[src/rtl/mpi_pkg.sv]
// package: register map, field layout and types for the monitor pin interface
package mpi_pkg;
  // ************************************************************
  // register offsets (byte addresses)
  // ************************************************************
  localparam logic [7:0] ADDR_PIN_MODE = 8'h00;
  localparam logic [7:0] ADDR_GPIO_OUT = 8'h04;
  localparam logic [7:0] ADDR_GPIO_OE = 8'h08;
  localparam logic [7:0] ADDR_GPIO_IN = 8'h0C;
  localparam logic [7:0] ADDR_DAC_SEL = 8'h10;
  localparam logic [7:0] ADDR_GENERAL = 8'h14;
  localparam logic [7:0] ADDR_STATUS = 8'h18;
  localparam logic [7:0] ADDR_MASK = 8'h1C;
  localparam logic [7:0] ADDR_CONV = 8'h20;
  localparam logic [7:0] ADDR_LIMIT_A = 8'h24;
  localparam logic [7:0] ADDR_LIMIT_B = 8'h28;
  localparam logic [7:0] ADDR_SPI_RX = 8'h2C;
  localparam logic [7:0] ADDR_SPI_TX = 8'h30;
  localparam logic [7:0] ADDR_DAC_STAT = 8'h34;
  // ************************************************************
  // field positions
  // ************************************************************
  localparam int MODE_BUSY = 0;
  localparam int MODE_LOAD = 1;
  localparam int MODE_OFF_A = 2;
  localparam int MODE_OFF_B = 3;
  localparam int MODE_FLAG_A = 4;
  localparam int MODE_FLAG_B = 5;
  localparam int GEN_POL = 0;
  localparam int GEN_SPI_OE = 1;
  localparam int ST_FRAME = 0;
  localparam int ST_LOAD = 1;
  localparam int ST_LIMIT_A = 2;
  localparam int ST_LIMIT_B = 3;
  localparam int ST_CONV = 4;
  localparam int CONV_START = 0;
  localparam int CONV_DONE = 1;
  localparam int CONV_CH = 2;
  localparam int CONV_RES = 8;
  // ************************************************************
  // shared pins and reset values
  // ************************************************************
  localparam int PIN_FLAG_A = 0;
  localparam int PIN_FLAG_B = 1;
  localparam int PIN_OFF_A = 2;
  localparam int PIN_LOAD = 3;
  localparam int PIN_OFF_B = 4;
  localparam int PIN_BUSY = 6;
  localparam int NUM_GPIO = 12;
  localparam int NUM_DAC = 4;
  localparam int RES_W = 10;
  localparam logic [31:0] RST_ZERO = 32'h0000_0000;
  localparam logic [1:0] RESP_OKAY = 2'h0;
  localparam logic [1:0] RESP_SLVERR = 2'h2;

  typedef struct packed {
    logic cs_n;
    logic sclk;
    logic sdi;
  } mpi_spi_in_t;

  typedef struct packed {
    logic sdo_o;
    logic sdo_oe;
  } mpi_spi_out_t;

  typedef struct packed {
    logic [RES_W-1:0] high;
    logic [RES_W-1:0] low;
  } mpi_limit_t;

  typedef enum logic [1:0] {
    MPI_CV_IDLE = 2'b00,
    MPI_CV_RUN = 2'b01
  } mpi_conv_t;
endpackage

[src/rtl/mpi_top.sv]
// design: spi pins, shared gpio pins and alternate functions of the monitor
`timescale 1ns/1ps
`default_nettype none
module mpi_top #(
  parameter int CONV_CYCLES = 238
) (
  input wire logic aclk,
  input wire logic aresetn,
  input wire logic [7:0] s_axi_awaddr,
  input wire logic s_axi_awvalid,
  output logic s_axi_awready,
  input wire logic [31:0] s_axi_wdata,
  input wire logic [3:0] s_axi_wstrb,
  input wire logic s_axi_wvalid,
  output logic s_axi_wready,
  output logic [1:0] s_axi_bresp,
  output logic s_axi_bvalid,
  input wire logic s_axi_bready,
  input wire logic [7:0] s_axi_araddr,
  input wire logic s_axi_arvalid,
  output logic s_axi_arready,
  output logic [31:0] s_axi_rdata,
  output logic [1:0] s_axi_rresp,
  output logic s_axi_rvalid,
  input wire logic s_axi_rready,
  input wire mpi_pkg::mpi_spi_in_t spi_in,
  output mpi_pkg::mpi_spi_out_t spi_out,
  input wire logic [mpi_pkg::NUM_GPIO-1:0] gpio_i,
  output logic [mpi_pkg::NUM_GPIO-1:0] gpio_o,
  output logic [mpi_pkg::NUM_GPIO-1:0] gpio_oe,
  output logic [mpi_pkg::NUM_DAC-1:0] dac_enable,
  output logic dac_update,
  output logic irq
);
  import mpi_pkg::*;

  // ************************************************************
  // pin synchronisers: three stages, edge when stages 2 and 3 agree
  // ************************************************************
  logic [2:0] cs_s_r, ck_s_r, di_s_r;
  logic [NUM_GPIO-1:0] g1_r, g2_r, g3_r;
  logic cs_n_r, sclk_r, sclk_prev_r;

  always_ff @(posedge aclk) begin
    cs_s_r <= {cs_s_r[1:0], spi_in.cs_n};
    ck_s_r <= {ck_s_r[1:0], spi_in.sclk};
    di_s_r <= {di_s_r[1:0], spi_in.sdi};
    g1_r <= gpio_i;
    g2_r <= g1_r;
    g3_r <= g2_r;
    if (!aresetn) begin
      cs_n_r <= 1'b1;
      sclk_r <= 1'b0;
      sclk_prev_r <= 1'b0;
    end else begin
      if (cs_s_r[1] == cs_s_r[2]) cs_n_r <= cs_s_r[2];
      if (ck_s_r[1] == ck_s_r[2]) sclk_r <= ck_s_r[2];
      sclk_prev_r <= sclk_r;
    end
  end

  logic [NUM_GPIO-1:0] gpio_in_r;
  always_ff @(posedge aclk) begin
    if (!aresetn) gpio_in_r <= '0;
    else gpio_in_r <= (g2_r & g3_r) | (gpio_in_r & (g2_r | g3_r));
  end

  wire sclk_fall = sclk_prev_r & ~sclk_r;
  wire sclk_rise = ~sclk_prev_r & sclk_r;

  // ************************************************************
  // registers
  // ************************************************************
  logic [5:0] pin_mode_r;
  logic [NUM_GPIO-1:0] gpio_out_r, gpio_dir_r;
  logic [NUM_DAC-1:0] sel_a_r, sel_b_r;
  logic [1:0] gen_r;
  logic [4:0] status_r, mask_r;
  mpi_limit_t lim_a_r, lim_b_r;
  logic [31:0] spi_rx_r, spi_tx_r;
  logic [RES_W-1:0] result_r;
  logic chan_r;
  mpi_conv_t conv_st_r;
  logic [15:0] conv_cnt_r;
  logic conv_done_r;

  // ************************************************************
  // axi4-lite slave
  // ************************************************************
  logic aw_hold_r, w_hold_r;
  logic [7:0] aw_addr_r;
  logic [31:0] w_data_r;
  logic [3:0] w_strb_r;
  assign s_axi_awready = ~aw_hold_r & ~s_axi_bvalid;
  assign s_axi_wready = ~w_hold_r & ~s_axi_bvalid;
  assign s_axi_arready = ~s_axi_rvalid;
  wire wr_go = aw_hold_r & w_hold_r & ~s_axi_bvalid;

  function automatic logic hit(input logic [7:0] a);
    unique case (a)
      ADDR_PIN_MODE, ADDR_GPIO_OUT, ADDR_GPIO_OE, ADDR_GPIO_IN,
      ADDR_DAC_SEL, ADDR_GENERAL, ADDR_STATUS, ADDR_MASK, ADDR_CONV,
      ADDR_LIMIT_A, ADDR_LIMIT_B, ADDR_SPI_RX, ADDR_SPI_TX,
      ADDR_DAC_STAT: hit = 1'b1;
      default: hit = 1'b0;
    endcase
  endfunction

  function automatic logic [31:0] merge(input logic [31:0] old,
                                         input logic [31:0] nw,
                                         input logic [3:0] be);
    for (int i = 0; i < 4; i++) begin
      merge[i*8 +: 8] = be[i] ? nw[i*8 +: 8] : old[i*8 +: 8];
    end
  endfunction

  always_ff @(posedge aclk) begin
    if (!aresetn) begin
      aw_hold_r <= 1'b0;
      w_hold_r <= 1'b0;
      aw_addr_r <= '0;
      w_data_r <= RST_ZERO;
      w_strb_r <= '0;
      s_axi_bvalid <= 1'b0;
      s_axi_bresp <= RESP_OKAY;
    end else begin
      if (s_axi_awvalid && s_axi_awready) begin
        aw_hold_r <= 1'b1;
        aw_addr_r <= s_axi_awaddr;
      end
      if (s_axi_wvalid && s_axi_wready) begin
        w_hold_r <= 1'b1;
        w_data_r <= s_axi_wdata;
        w_strb_r <= s_axi_wstrb;
      end
      if (wr_go) begin
        aw_hold_r <= 1'b0;
        w_hold_r <= 1'b0;
        s_axi_bvalid <= 1'b1;
        s_axi_bresp <= hit(aw_addr_r) ? RESP_OKAY : RESP_SLVERR;
      end else if (s_axi_bvalid && s_axi_bready) begin
        s_axi_bvalid <= 1'b0;
      end
    end
  end

  logic [31:0] wv;
  assign wv = merge(RST_ZERO, w_data_r, w_strb_r);
  function automatic logic wr_at(input logic [7:0] a, input logic go,
                                 input logic [7:0] at);
    wr_at = go && (a == at);
  endfunction

  always_ff @(posedge aclk) begin
    if (!aresetn) begin
      pin_mode_r <= '0;
      gpio_out_r <= '0;
      gpio_dir_r <= '0;
      sel_a_r <= '0;
      sel_b_r <= '0;
      gen_r <= '0;
      mask_r <= '0;
      lim_a_r <= '0;
      lim_b_r <= '0;
      spi_tx_r <= RST_ZERO;
    end else begin
      if (wr_at(aw_addr_r, wr_go, ADDR_PIN_MODE)) pin_mode_r <= wv[5:0];
      if (wr_at(aw_addr_r, wr_go, ADDR_GPIO_OUT))
        gpio_out_r <= wv[NUM_GPIO-1:0];
      if (wr_at(aw_addr_r, wr_go, ADDR_GPIO_OE))
        gpio_dir_r <= wv[NUM_GPIO-1:0];
      if (wr_at(aw_addr_r, wr_go, ADDR_DAC_SEL)) begin
        sel_a_r <= wv[3:0];
        sel_b_r <= wv[11:8];
      end
      if (wr_at(aw_addr_r, wr_go, ADDR_GENERAL)) gen_r <= wv[1:0];
      if (wr_at(aw_addr_r, wr_go, ADDR_MASK)) mask_r <= wv[4:0];
      if (wr_at(aw_addr_r, wr_go, ADDR_LIMIT_A)) lim_a_r <= {wv[25:16], wv[9:0]};
      if (wr_at(aw_addr_r, wr_go, ADDR_LIMIT_B)) lim_b_r <= {wv[25:16], wv[9:0]};
      if (wr_at(aw_addr_r, wr_go, ADDR_SPI_TX)) spi_tx_r <= w_data_r;
    end
  end

  // ************************************************************
  // conversion sequencing and limit compare
  // ************************************************************
  wire conv_start = wr_at(aw_addr_r, wr_go, ADDR_CONV) & wv[CONV_START];
  always_ff @(posedge aclk) begin
    if (!aresetn) begin
      conv_st_r <= MPI_CV_IDLE;
      conv_cnt_r <= '0;
      result_r <= '0;
      chan_r <= 1'b0;
    end else begin
      unique case (conv_st_r)
        MPI_CV_IDLE: if (conv_start) begin
          conv_st_r <= MPI_CV_RUN;
          conv_cnt_r <= 16'(CONV_CYCLES - 1);
          result_r <= wv[CONV_RES +: RES_W];
          chan_r <= wv[CONV_CH];
        end
        MPI_CV_RUN: if (conv_cnt_r == '0) conv_st_r <= MPI_CV_IDLE;
          else conv_cnt_r <= conv_cnt_r - 16'h0001;
      endcase
    end
  end
  wire conv_busy = (conv_st_r == MPI_CV_RUN);
  always_ff @(posedge aclk) begin
    if (!aresetn) conv_done_r <= 1'b0;
    else conv_done_r <= conv_busy && conv_cnt_r == '0;
  end

  function automatic logic out_of_range(input logic [RES_W-1:0] v,
                                        input mpi_limit_t l);
    out_of_range = (v > l.high) || (v < l.low);
  endfunction
  logic viol_a_r, viol_b_r;
  always_ff @(posedge aclk) begin
    if (!aresetn) begin
      viol_a_r <= 1'b0;
      viol_b_r <= 1'b0;
    end else if (conv_done_r) begin
      viol_a_r <= !chan_r && out_of_range(result_r, lim_a_r);
      viol_b_r <= chan_r && out_of_range(result_r, lim_b_r);
    end
  end

  // ************************************************************
  // spi slave: cs frames, fall samples, rise shifts
  // ************************************************************
  logic [31:0] sh_out_r;
  logic [5:0] bit_cnt_r;
  logic sdo_r;
  logic frame_end;
  logic cs_prev_r;
  always_ff @(posedge aclk) begin
    if (!aresetn) begin
      spi_rx_r <= RST_ZERO;
      sh_out_r <= RST_ZERO;
      bit_cnt_r <= '0;
      sdo_r <= 1'b0;
      cs_prev_r <= 1'b1;
    end else begin
      cs_prev_r <= cs_n_r;
      if (cs_prev_r && !cs_n_r) begin
        sh_out_r <= spi_tx_r;
        sdo_r <= spi_tx_r[31];
        bit_cnt_r <= '0;
      end else if (!cs_n_r) begin
        if (sclk_fall) begin
          spi_rx_r <= {spi_rx_r[30:0], di_s_r[2]};
          bit_cnt_r <= bit_cnt_r + 6'h01;
        end
        if (sclk_rise && bit_cnt_r != '0) begin
          sh_out_r <= {sh_out_r[30:0], 1'b0};
          sdo_r <= sh_out_r[30];
        end
      end
    end
  end
  assign frame_end = !cs_prev_r && cs_n_r;
  // released outside a frame or when read return is off
  assign spi_out = '{sdo_o: sdo_r,
                     sdo_oe: !cs_n_r && gen_r[GEN_SPI_OE]};

  // ************************************************************
  // shared pins
  // ************************************************************
  wire pol = gen_r[GEN_POL];
  logic load_prev_r;
  always_ff @(posedge aclk) begin
    if (!aresetn) load_prev_r <= 1'b0;
    else load_prev_r <= gpio_in_r[PIN_LOAD];
  end
  wire load_rise = pin_mode_r[MODE_LOAD] & gpio_in_r[PIN_LOAD] & ~load_prev_r;
  always_ff @(posedge aclk) begin
    if (!aresetn) dac_update <= 1'b0;
    else dac_update <= load_rise;
  end

  wire off_a = pin_mode_r[MODE_OFF_A] & gpio_in_r[PIN_OFF_A];
  wire off_b = pin_mode_r[MODE_OFF_B] & gpio_in_r[PIN_OFF_B];
  always_ff @(posedge aclk) begin
    if (!aresetn) dac_enable <= '1;
    else dac_enable <= ~((off_a ? sel_a_r : '0)
                       | (off_b ? sel_b_r : '0));
  end

  always_ff @(posedge aclk) begin
    if (!aresetn) begin
      gpio_o <= '0;
      gpio_oe <= '0;
    end else begin
      gpio_o <= gpio_out_r;
      gpio_oe <= gpio_dir_r;
      // output alternate functions replace gpio value and enable; input ones only clear the enable
      if (pin_mode_r[MODE_BUSY]) begin
        gpio_o[PIN_BUSY] <= conv_busy;
        gpio_oe[PIN_BUSY] <= 1'b1;
      end
      if (pin_mode_r[MODE_FLAG_A]) begin
        gpio_o[PIN_FLAG_A] <= viol_a_r ^ ~pol;
        gpio_oe[PIN_FLAG_A] <= 1'b1;
      end
      if (pin_mode_r[MODE_FLAG_B]) begin
        gpio_o[PIN_FLAG_B] <= viol_b_r ^ ~pol;
        gpio_oe[PIN_FLAG_B] <= 1'b1;
      end
      if (pin_mode_r[MODE_LOAD]) gpio_oe[PIN_LOAD] <= 1'b0;
      if (pin_mode_r[MODE_OFF_A]) gpio_oe[PIN_OFF_A] <= 1'b0;
      if (pin_mode_r[MODE_OFF_B]) gpio_oe[PIN_OFF_B] <= 1'b0;
    end
  end

  // ************************************************************
  // interrupts: sticky, write one to clear, set wins
  // ************************************************************
  // alert events judged on the fresh result, not the flags still updating
  wire [4:0] ev = {conv_done_r,
                   conv_done_r & chan_r & out_of_range(result_r, lim_b_r),
                   conv_done_r & !chan_r & out_of_range(result_r, lim_a_r),
                   load_rise, frame_end};
  wire [4:0] clr = wr_at(aw_addr_r, wr_go, ADDR_STATUS) ? wv[4:0] : '0;
  always_ff @(posedge aclk) begin
    if (!aresetn) status_r <= '0;
    else status_r <= (status_r & ~clr) | ev;
  end
  assign irq = |(status_r & mask_r);

  // ************************************************************
  // read channel
  // ************************************************************
  always_ff @(posedge aclk) begin
    if (!aresetn) begin
      s_axi_rvalid <= 1'b0;
      s_axi_rdata <= RST_ZERO;
      s_axi_rresp <= RESP_OKAY;
    end else if (s_axi_arvalid && s_axi_arready) begin
      s_axi_rvalid <= 1'b1;
      s_axi_rresp <= hit(s_axi_araddr) ? RESP_OKAY : RESP_SLVERR;
      unique case (s_axi_araddr)
        ADDR_PIN_MODE: s_axi_rdata <= {26'h0, pin_mode_r};
        ADDR_GPIO_OUT: s_axi_rdata <= {20'h0, gpio_out_r};
        ADDR_GPIO_OE: s_axi_rdata <= {20'h0, gpio_dir_r};
        ADDR_GPIO_IN: s_axi_rdata <= {20'h0, gpio_in_r};
        ADDR_DAC_SEL: s_axi_rdata <= {20'h0, sel_b_r, 4'h0, sel_a_r};
        ADDR_GENERAL: s_axi_rdata <= {30'h0, gen_r};
        ADDR_STATUS: s_axi_rdata <= {27'h0, status_r};
        ADDR_MASK: s_axi_rdata <= {27'h0, mask_r};
        ADDR_CONV: s_axi_rdata <= {14'h0, result_r, 5'h0, chan_r,
                                   conv_done_r, conv_busy};
        ADDR_LIMIT_A: s_axi_rdata <= {6'h0, lim_a_r.high, 6'h0, lim_a_r.low};
        ADDR_LIMIT_B: s_axi_rdata <= {6'h0, lim_b_r.high, 6'h0, lim_b_r.low};
        ADDR_SPI_RX: s_axi_rdata <= spi_rx_r;
        ADDR_SPI_TX: s_axi_rdata <= spi_tx_r;
        ADDR_DAC_STAT: s_axi_rdata <= {28'h0, dac_enable};
        default: s_axi_rdata <= RST_ZERO;
      endcase
    end else if (s_axi_rvalid && s_axi_rready) begin
      s_axi_rvalid <= 1'b0;
    end
  end
endmodule
`default_nettype wire

[config.mk]
export PLATFORM = sky130hd
export DESIGN_NAME = mpi_top
export DESIGN_NICKNAME = d
export VERILOG_FILES = /design/src/rtl/mpi_pkg.sv /design/src/rtl/mpi_top.sv
export SDC_FILE = /design/constraint.sdc
export NUM_CORES = 1
export LEC_CHECK = 0
export ABC_AREA = 1
export BUFFER_PORTS_ARGS = -buffer_cell sky130_fd_sc_hd__buf_2
export CAP_MARGIN = 20
export CORE_MARGIN = 8
export CORE_UTILIZATION = 45
export CTS_BUF_LIST = sky130_fd_sc_hd__clkbuf_16
export DETAILED_ROUTE_END_ITERATION = 10
export GPL_TIMING_DRIVEN = 0
export PLACE_DENSITY = 0.61
export SYNTH_ARGS = -nofsm -noshare
export SYNTH_HDL_FRONTEND = slang
export SYNTH_SLANG_ARGS = --single-unit
[constraint.sdc]
create_clock -name aclk -period 3.2 [get_ports aclk]
set_input_delay 0.32 -clock aclk [delete_from_list [all_inputs] [get_ports aclk]]
set_output_delay 0.32 -clock aclk [all_outputs]
set_load 0.02 [all_outputs]
==> impl_results.md, run 1 <==
* Relative slew margins at 22.5%
* Portion of the post-synthesis area used by sequential elements at 49.1%
* Area share of the largest cell type after synthesis at 49.1%
* Final worst clock skew at 24.0 ps
* Number of distinct library cells after synthesis at 50
* VDD IR-drop max at 0.000525 V
* Cells resized by post-CTS repair at 0
* Design internal power at 0.00810 W
* Top-count cell post-synth: nand2_1
* DR vias at 15,177
* P_sw at 0.00264 W
* Final worst path period need at 2060 ps
* Most frequent CP cell: nand2_1
* Pwr dens at 560 nW/um^2
* Kind of capture point of the worst setup path: flop
* Final-stage net count at 2,475
* CP cell instances: nor2_2 > clkinv_1 > nand2_1 > inv_1 > clkbuf_1 > nand2_1 > a21oi_1
* Placer Congestion at 0.959
* Number of DRC violations after detailed routing at 0
* Port buffer count at 144
* Number of I/O pins at 147
* Mean cell area of the mapped netlist at 7.57 um^2
* Cells on Worst Hold Path at 3
* Area used by sequential logic in the layout at 7950 um^2
* Top achievable clock speed at 0.486 GHz
* Synth async-reset ratio at 0%
* Tightest Pin Transition at 1160 ps
* Number of buffers inserted during clock tree synthesis at 44
* Most frequent cells after synthesis: 400 x nand2_1, 397 x dfxtp_1, 300 x nor2_1, 238 x o21ai_0, 205 x a21oi_1
* Number of enable flip-flop cells after synthesis at 0
* Multi-input gate area at 7040 um^2
* Max-cap violations at 0
* Placed wire-length estimate at 42.7 mm
* Switching Fraction at 24.6%
* Die area at 42,300 um^2
* Yosys warning total at 0
* Type of element launching the critical path: flop
* Final setup slack of the worst path at 1140 ps
* Leading post-synthesis cells by cell area: dfxtp_1 49%, nand2_1 9.3%, o21ai_0 7.4%
* Path class of the lowest-slack min-delay path: input port to flop
* Number of clock sinks seen by CTS at 397
* Detail Route Antenna Nets at 0
* Wire length of the first global-routing pass at 84.6 mm
* Core Util, Final at 54.1%
* Number of synthesized register bits at 397
* Master cell of the clock root buffer: clkbuf_16
* Share of total power in sequential cells at 48.1%
* Rows at 69
* Final-report max-slew violation count at 0
* Total Routing Usage GR at 26.3%
* Area added between synthesis and finish at 18.6%
* Area of the core region at 35,500 um^2
* Vias in the first global route at 14,163
* Iteration-0 DRC count of the detailed router at 1,248
* Result of the run: completed
* Maximum number of pins on one net before global-route repair at 14
* Sum of overflow across all layers after global routing at 0
* Largest incremental delay on the critical path at 390 ps
* Comb pwr share at 5.7%
* Leakage at 8.32 nW
* Setup repair after global routing missed its margin: false
* Required time at the endpoint of the critical path at 3610 ps
* Ratio of cells with drive above 1 in the final layout at 12.0%
* Cells after synthesis at 2,135
* Clock transition time at the flip-flop clock pins of the worst setup and hold paths at 60 ps
* Die extent in x at 206 um
* Final setup violation count at 0
* Average routed wire per standard cell at 19.8 um
* Start-to-end type of the worst setup path: flop to flop
* Fillers at 3,478
* R2r worst-path depth at 7
* Portion of total power attributed to the clock network at 46.1%
* Post-route clock period utilization at 64.3%
* Vias per cell at 5.32
* Number of optimization iterations in the first detailed-route pass at 5
* Library cell contributing the largest single delay on the critical path: nor2_2
* Post-synth top area cell: dfxtp_1
* Setup tns final at 0 ps
* Sum of routed wire length over all layers at 56.4 mm
* Htree depth at 2
* Maximum number of buffers from clock root to sink at 3
* Antenna violations before repair at 2
* Total chip power at 0.0107 W
* Post-Syn Area at 16,200 um^2
* TritonCTS clock tree: built
* Worst Path Arrival at 2460 ps
* Initial Utilization at 45.6%
* Post-Place Worst Slack at 717 ps
* Count of endpoints failing hold in the final timing report at 0
* Prevailing post-synth register cell: dfxtp_1
* CP max FO at 10
* Die Y at 206 um
* Clock insertion delay at the later pin of the skew report at 580 ps
==> routing by layer <==
layer	routed length (um)	vias to the layer above	global-route usage, %
met5	13	-	0
met4	1440	2	7.94
met3	4760	90	5.15
met2	24500	594	40.5
met1	25800	7039	36.7
li1	-	7452	-
==> path summary, 6_finish.rpt <==
kind	startpoint	end	slack (ps)
worst max-delay path	cs_n_r	sh_out_r[27]	1140
worst min-delay path	s_axi_awaddr[6]	aw_addr_r[6]	10
worst max register to register	cs_n_r	sh_out_r[27]	1140
worst min register to register	g1_r[10]	g2_r[10]	330
==> metrics by stage <==
stage / instance area (um^2) / hold slack, ps / instances
floorplan: 16200 / 310 / 2136
global placement: 17500 / 310 / 2741
detailed placement: 17500 / 312 / 2742
CTS: 19200 / 0.795 / 2854
global route: 19200 / 23.9 / 2855
finish: 19200 / 12.3 / 2855
==> logic make-up after synthesis <==
kind of cell / synth area share (%)
adder cells (fa/ha/maj): 3.31
flip-flops: 49.1
AO/OA/AOI/OAI: 18.7
other: 0.0232
XOR/XNOR: 0.325
AND/OR/NAND/NOR: 21.1
buffers and inverters: 7.33
==> sequential cells by signal, indices dropped and copies added, names as in the netlist, 16 cells and up, named ones only <==
signal	flops
conv_cnt_r	16
lim_a_r	20
spi_tx_r	32
w_data_r	32
lim_b_r	20
spi_rx_r	32
sh_out_r	31
s_axi_rdata	32
==> critical path, delay by kind of cell (launching register included) <==
kind                   cells  cell delay, ps
buffers and inverters      3             670
DFF                        1             370
and+or+nand+nor            3             780
AOI/OAI and AO/OA          1              60
==> cells in the final DEF, fill, tap and decap left out, drive strengths merged, types with 2 or more instances in the layout <==
cell / count
a211oi: 14
a21boi: 2
a21oi: 205
a31oi: 22
buf: 188
bufinv: 4
clkbuf: 105
clkinv: 21
conb: 2
dfxtp: 397
dlygate4sd3: 32
ha: 42
inv: 198
nand2: 407
nand3: 84
nand4: 8
nor2: 316
nor3: 9
nor4: 2
o2111ai: 4
o211ai: 10
o21a: 24
o21ai: 265
o22ai: 14
or2: 3
xnor2: 2
xor2: 4
==> cell type report <==
class,count,area share [%]
multi-input cells,1447,36.7
clock inverters,36,1.47
inverters,188,3.69
diodes,1,0.0130
repair buffers,177,5.45
flip-flops and latches,397,41.4
clock buffers,44,5.74
well taps,461,3.01
plain buffers,104,2.49
==> power by group through the flow <==
stage | Sequential (W) | Combinational (W) | Clock, W
floorplan | 0.00525 | 0.000354 | 0
CTS | 0.00516 | 0.000613 | 0.00500
detailed placement | 0.00527 | 0.000582 | 0
finish | 0.00517 | 0.000617 | 0.00496
global route | 0.00518 | 0.000677 | 0.00523
global placement | 0.00527 | 0.000573 | 0
==> what timing repair did <==
action / CTS / global route
buffers inserted: 0 / 0
endpoints found under the hold margin: 32 / 0
hold buffers: 32 / 0
(Power assumes the default switching activity.)
==> inputs of run 2 (changes only) <==
--- a/config.mk
+++ b/config.mk
@@ -13,7 +13,7 @@
 export CTS_BUF_LIST = sky130_fd_sc_hd__clkbuf_16
 export DETAILED_ROUTE_END_ITERATION = 10
 export GPL_TIMING_DRIVEN = 0
-export PLACE_DENSITY = 0.61
+export PLACE_DENSITY = 0.64
 export SYNTH_ARGS = -nofsm -noshare
 export SYNTH_HDL_FRONTEND = slang
 export SYNTH_SLANG_ARGS = --single-unit
==> constraint.sdc (replaced) <==
create_clock -name aclk -period 1.84 [get_ports aclk]
set_input_delay 0.184 -clock aclk [delete_from_list [all_inputs] [get_ports aclk]]
set_output_delay 0.184 -clock aclk [all_outputs]
set_load 0.02 [all_outputs]
==> impl_results.md, run 2 (synthesis results as in run 1) <==
* Sum of overflow across all layers after global routing at 0 (unchanged)
* Final-report max-slew violation count at 0 (unchanged)
* CP max FO at 3 (-7)
* Maximum number of pins on one net before global-route repair at 15 (+1)
* VDD IR-drop max at 0.000720 V (+37%)
* Total placed instance area at 17,500 um^2 (about the same)
* Detail Route Antenna Nets at 0 (unchanged)
* Result of the run: completed
* Start-to-end type of the worst setup path: flop to output pin
* Portion of total power attributed to the clock network at 48.1% (+2.0 points)
* Count of endpoints failing hold in the final timing report at 0 (unchanged)
* Initial Utilization at 45.6% (unchanged)
* Relative slew margins at 37.7% (+15 points)
* Maximum number of buffers from clock root to sink at 3 (unchanged)
* Switching Fraction at 23.7% (-0.89 points)
* Most frequent CP cell: nand2_1
* Master cell of the clock root buffer: clkbuf_16
* Max-cap violations at 0 (unchanged)
* Average routed wire per standard cell at 19.6 um (-0.83%)
* Cells after DPL at 2,743 (+0.036%)
* Die area at 42,300 um^2 (unchanged)
* Area added between synthesis and finish at 22.9%
* Number of I/O pins at 147 (unchanged)
* Path class of the lowest-slack min-delay path: input port to flop
* Required time at the endpoint of the critical path at 1660 ps (-1950 ps)
* Final worst clock skew at 13.7 ps (-10.3 ps)
* Comb pwr share at 6.0% (+0.3 points)
* Die Y at 206 um (unchanged)
* Total Routing Usage GR at 26.3% (+0.042 points)
* Number of diodes added for antenna fixing at 0 (-1)
* Htree depth at 2 (unchanged)
* Pwr dens at 985 nW/um^2 (+76%)
* Share of total power in sequential cells at 46.0% (-2.1 points)
* Number of clock sinks seen by CTS at 397 (unchanged)
* Ratio of cells with drive above 1 in the final layout at 14.0% (+1.9 points)
* Sum of routed wire length over all layers at 56.7 mm (+0.42%)
* Area of the core region at 35,500 um^2 (unchanged)
* Clock transition time at the flip-flop clock pins of the worst setup and hold paths at 60 ps (about the same)
* Placed wire-length estimate at 42.4 mm (-0.54%)
* Commonest cells after routing, fill and taps aside: 396 x nand2_1, 393 x dfxtp_1, 295 x nor2_1, 232 x o21ai_0, 204 x a21oi_1
* Tightest Pin Transition at 934 ps (-229 ps)
* Final standard cell area without fillers at 19,900 um^2 (+3.6%)
* Setup repair after global routing missed its margin: true
* Final worst path period need at 1790 ps
* Kind of capture point of the worst setup path: output pin
* Final-stage net count at 2,510 (+1.4%)
* Port buffer count at 144 (unchanged)
* Commonest non-fill, non-tap cell in the layout: nand2_1
* Antenna violations before repair at 2 (unchanged)
* Library cell contributing the largest single delay on the critical path: dfxtp_1
* Kind of cell adding the most delay to the critical path: flip-flops
* CP cell instances: nand2_1 > nand2_1 > a221oi_1 > nand2_1 > buf_2
* Iteration-0 DRC count of the detailed router at 1,604 (+29%)
* Leakage at 8.57 nW (+3.0%)
* Worst Path Arrival at 1600 ps (-860 ps)
* Design internal power at 0.0149 W (+84%)
* Clock insertion delay at the later pin of the skew report at 570 ps (about the same)
* Buffers & Inverters on Critical Path at 1 (-2)
* Post-route clock period utilization at 97.1%
* Wire length of the first global-routing pass at 85.0 mm (+0.49%)
* Final setup violation count at 0 (unchanged)
* Vias per cell at 5.37 (+1.0%)
* TritonCTS clock tree: built
* Die extent in x at 206 um (unchanged)
* Number of optimization iterations in the first detailed-route pass at 6 (+1)
* DR vias at 15,528 (+2.3%)
* Non-Filler Instances at 2,891 (+1.3%)
* P_sw at 0.00464 W (+76%)
* Type of element launching the critical path: flop
* Vias in the first global route at 14,524 (+2.5%)
* Top achievable clock speed at 0.560 GHz
* Largest incremental delay on the critical path at 330 ps (-60 ps)
* Rows at 69 (unchanged)
* Placer Congestion at 0.950 (-0.94%)
* Fillers at 3,311 (-4.8%)
* Number of buffers inserted during clock tree synthesis at 44 (unchanged)
* Number of DRC violations after detailed routing at 0 (unchanged)
[run 2: changes by cell type in the layout (fill, tap and decap cells not counted), sizes merged]
cell,previous run,this run
dlygate4sd3,32,61
inv,198,186
buf,188,197
clkinv,21,26
bufinv,4,8
clkinvlp,1,4
clkbuf,105,104
diode,1,0
[run 2: worst register-to-register path, stage by stage, from the launching register on]
cell	delay [ps]
dfxtp_1	540
ha_1	310
nand2_1	110
nor2_2	70
o211ai_1	100
nand3_1	100
nand2_1	110
nand2_1	90
nand2_1	140
a21oi_1	80
[run 2: final timing paths]
| check | start | endpoint | slack (ps) | cells after the start |
|---|---|---|---|---|
| worst max-delay path | status_r[1] | irq | 50 | 5 |
| worst min-delay path | s_axi_arvalid | s_axi_rdata[0] | 60 | 4 |
| worst max register to register | result_r[8] | viol_b_r | 60 | 9 |
| worst min register to register | g1_r[2] | g2_r[2] | 320 | 0 |
[run 2: final cells by class]
| type | count | area (um^2) | area share, % |
|---|---|---|---|
| inverter | 188 | 719 | 3.62 |
| buffer | 104 | 528 | 2.66 |
| clock inverter | 36 | 403 | 2.03 |
| clock buffer | 46 | 1150 | 5.79 |
| sequential | 397 | 7950 | 40.0 |
| tap | 461 | 577 | 2.90 |
| timing repair buffer | 212 | 1420 | 7.15 |
| multi-input combinational | 1447 | 7120 | 35.8 |
[run 2: power by group through the flow]
stage | Combinational, W | Sequential, W | Clock [W]
global route | 0.00128 | 0.00901 | 0.00985
CTS | 0.00112 | 0.00898 | 0.00953
finish | 0.00117 | 0.00899 | 0.00941
floorplan | 0.000615 | 0.00913 | 0
global placement | 0.000993 | 0.00916 | 0
detailed placement | 0.00101 | 0.00917 | 0
[run 2: per-layer routing]
metal | part of all wire, % | up-vias | track usage [%]
met2 | 42 | 663 | 39.0
met4 | 3.6 | 2 | 10.7
met1 | 45 | 7222 | 35.6
met3 | 9.6 | 102 | 7.40
li1 | - | 7539 | -
met5 | 0.023 | - | 0
[run 2: per-stage QoR]
step                      hold WS (ps)  total power [W]  setup slack (ps)  util, %  setup TNS [ps]
after floorplan                    212          0.00974               203        -               0
after CTS                         57.8           0.0196              8.10     55.5               0
after detailed placement           288           0.0102              -322     49.3          -21620
after global routing              88.7           0.0201             -22.4     56.0           -22.4
after global placement             287           0.0102              -637     49.2          -24960
final                             63.8           0.0196              53.5     56.0               0
[run 2: repair_timing]
item	CTS	global route
gates resized for setup	10	72
hold buffers	61	0
setup buffers	0	3
setup endpoints to repair	65	135
hold endpoints to repair	61	0
pin swaps	0	4
cloned	0	2
==> inputs of run 3 (changes only) <==
--- a/config.mk
+++ b/config.mk
@@ -13,7 +13,7 @@
 export CTS_BUF_LIST = sky130_fd_sc_hd__clkbuf_16
 export DETAILED_ROUTE_END_ITERATION = 10
 export GPL_TIMING_DRIVEN = 0
-export PLACE_DENSITY = 0.64
+export PLACE_DENSITY = 0.61
 export SYNTH_ARGS = -nofsm -noshare
 export SYNTH_HDL_FRONTEND = slang
 export SYNTH_SLANG_ARGS = --single-unit
==> constraint.sdc (replaced) <==
create_clock -name aclk -period 1.8 [get_ports aclk]
set_input_delay 0.18 -clock aclk [delete_from_list [all_inputs] [get_ports aclk]]
set_output_delay 0.18 -clock aclk [all_outputs]
set_load 0.02 [all_outputs]
==> impl_results.md, run 3 (synthesis results as in run 1) <==
* Final worst clock skew at 25.7 ps (+12.0 ps)
* Maximum number of pins on one net before global-route repair at 14 (-1)
* Vias per cell at 5.33 (-0.74%)
* Vias in the first global route at 14,361 (-1.1%)
* Total Routing Usage GR at 26.6% (+0.25 points)
* Antenna violations before repair at 1 (-1)
* Tightest Pin Transition at 1240 ps (+304 ps)
* Die Y at 206 um (unchanged)
* Start-to-end type of the worst setup path: flop to flop
* Number of clock sinks seen by CTS at 397 (unchanged)
* Relative slew margins at 17.5% (-20 points)
* Port buffer count at 144 (unchanged)
* Htree depth at 2 (unchanged)
* Clock transition time at the flip-flop clock pins of the worst setup and hold paths at 60 ps (about the same)
* TritonCTS clock tree: built
* DR vias at 15,467 (-0.39%)
* Path class of the lowest-slack min-delay path: input port to flop
* Number of optimization iterations in the first detailed-route pass at 7 (+1)
* Cells after DPL at 2,742 (-0.036%)
* Non-Filler Instances at 2,901 (+0.35%)
* Clock insertion delay at the later pin of the skew report at 580 ps (about the same)
* Kind of capture point of the worst setup path: flop
* Wire length of the first global-routing pass at 85.5 mm (+0.60%)
* Area added between synthesis and finish at 22.9% (about the same)
* Placed wire-length estimate at 42.7 mm (+0.54%)
* Post-route clock period utilization at 99.0%
* Rows at 69 (unchanged)
* Number of buffers inserted during clock tree synthesis at 44 (unchanged)
* Commonest cells after routing, fill and taps aside: 392 x nand2_1, 385 x dfxtp_1, 293 x nor2_1, 234 x o21ai_0, 201 x a21oi_1
* Max-cap violations at 0 (unchanged)
* Sum of overflow across all layers after global routing at 0 (unchanged)
* Area of the core region at 35,500 um^2 (unchanged)
* Final-stage net count at 2,521 (+0.44%)
* Type of element launching the critical path: flop
* Initial Utilization at 45.6% (unchanged)
* Average routed wire per standard cell at 19.7 um (+0.66%)
* Core Util, Final at 56.0% (about the same)
* VDD IR-drop max at 0.000916 V (+27%)
* Master cell of the clock root buffer: clkbuf_16
* Sum of routed wire length over all layers at 57.2 mm (+1.0%)
* Iteration-0 DRC count of the detailed router at 1,329 (-17%)
* Pwr dens at 966 nW/um^2 (-1.9%)
* Final worst path period need at 1780 ps
* Worst Path Arrival at 2280 ps (+680 ps)
* Placer Congestion at 0.959 (+0.95%)
* CP max FO at 9 (+6)
* Number of I/O pins at 147 (unchanged)
* Commonest non-fill, non-tap cell in the layout: nand2_1
* Total chip power at 0.0192 W (-1.9%)
* Maximum number of buffers from clock root to sink at 3 (unchanged)
* Count of endpoints failing hold in the final timing report at 0 (unchanged)
* Final-report max-slew violation count at 0 (unchanged)
* Required time at the endpoint of the critical path at 2300 ps (+640 ps)
* Setup repair after global routing missed its margin: true
* Result of the run: completed
* Ratio of cells with drive above 1 in the final layout at 14.8% (+0.81 points)
* Final setup violation count at 0 (unchanged)
* Number of DRC violations after detailed routing at 0 (unchanged)
* Detail Route Antenna Nets at 0 (unchanged)
* Die area at 42,300 um^2 (unchanged)
* Top achievable clock speed at 0.561 GHz
* Die extent in x at 206 um (unchanged)
* Leakage at 8.62 nW (+0.53%)
## run 3: cell types whose count changed in the layout (fill, tap and decap cells not counted), moves of 4 or more
cell       previous run  this run
buf_4                12        24
inv_1               168       180
dfxtp_1             393       385
dfxtp_2               4        12
clkbuf_2              5        12
buf_2               169       164
bufinv_16             8         4
nand2_1             396       392
## run 3: worst paths after layout
kind | start | to | slack, ps | cells after the start
worst max-delay path | w_strb_r[1] | gpio_out_r[9] | 20 | 5
worst min register to register | g1_r[11] | g2_r[11] | 330 | 0
worst max register to register | w_strb_r[1] | gpio_out_r[9] | 20 | 5
worst min-delay path | s_axi_awvalid | aw_hold_r | 50 | 5
## run 3: timing repair
item	in CTS	in global routing
resized for setup	24	78
pin swaps	3	10
buffers inserted	3	12
gates cloned	0	4
hold buffers	61	0
hold endpoints to repair	62	0
endpoints found under the setup margin	89	156
## run 3: final cells by class
| type | instances | area [um^2] |
|---|---|---|
| diodes | 1 | 2.50 |
| plain buffers | 102 | 538 |
| clock buffers | 44 | 1100 |
| clock inverters | 36 | 282 |
| fillers | 3391 | 15600 |
| inverters | 188 | 719 |
| multi-input cells | 1448 | 7190 |
| flip-flops and latches | 397 | 7960 |
| well taps | 461 | 577 |
| repair buffers | 224 | 1510 |
## run 3: per-layer routing
layer | vias to the layer above | part of all wire [%] | global-route usage (%)
met3 | 90 | 8.4 | 5.04
met1 | 7218 | 45 | 37.0
met5 | - | 0 | 0
met2 | 599 | 44 | 41.1
li1 | 7560 | - | -
met4 | 0 | 2.7 | 8.37
## run 3: worst max-delay path, stage by stage, from the launching register on
cell and delay, ps:
dfxtp_1 300, clkbuf_1 360, nand2_1 470, inv_1 300, o21ai_0 130, a21oi_1 150
## run 3: power by group
| part | switching [W] | internal [W] | leakage (nW) |
|---|---|---|---|
| logic | 0.000782 | 0.000445 | 4.65 |
| registers | 0.000169 | 0.00902 | 3.24 |
| clock network | 0.00376 | 0.00502 | 0.728 |
| total | 0.00471 | 0.0145 | 8.62 |
## run 3: metrics by stage
| step | instance area (um^2) | setup TNS [ps] | setup WS (ps) | hold WS (ps) |
|---|---|---|---|---|
| final | 19900 | 0 | 17.3 | 51.1 |
| after floorplan | 16200 | 0 | 163 | 208 |
| after global placement | 17500 | -35610 | -700 | 282 |
| after detailed placement | 17500 | -40260 | -543 | 284 |
| after global routing | 19900 | -154 | -40.0 | 84.9 |
| after CTS | 19600 | -2.56 | -1.62 | 36.9 |
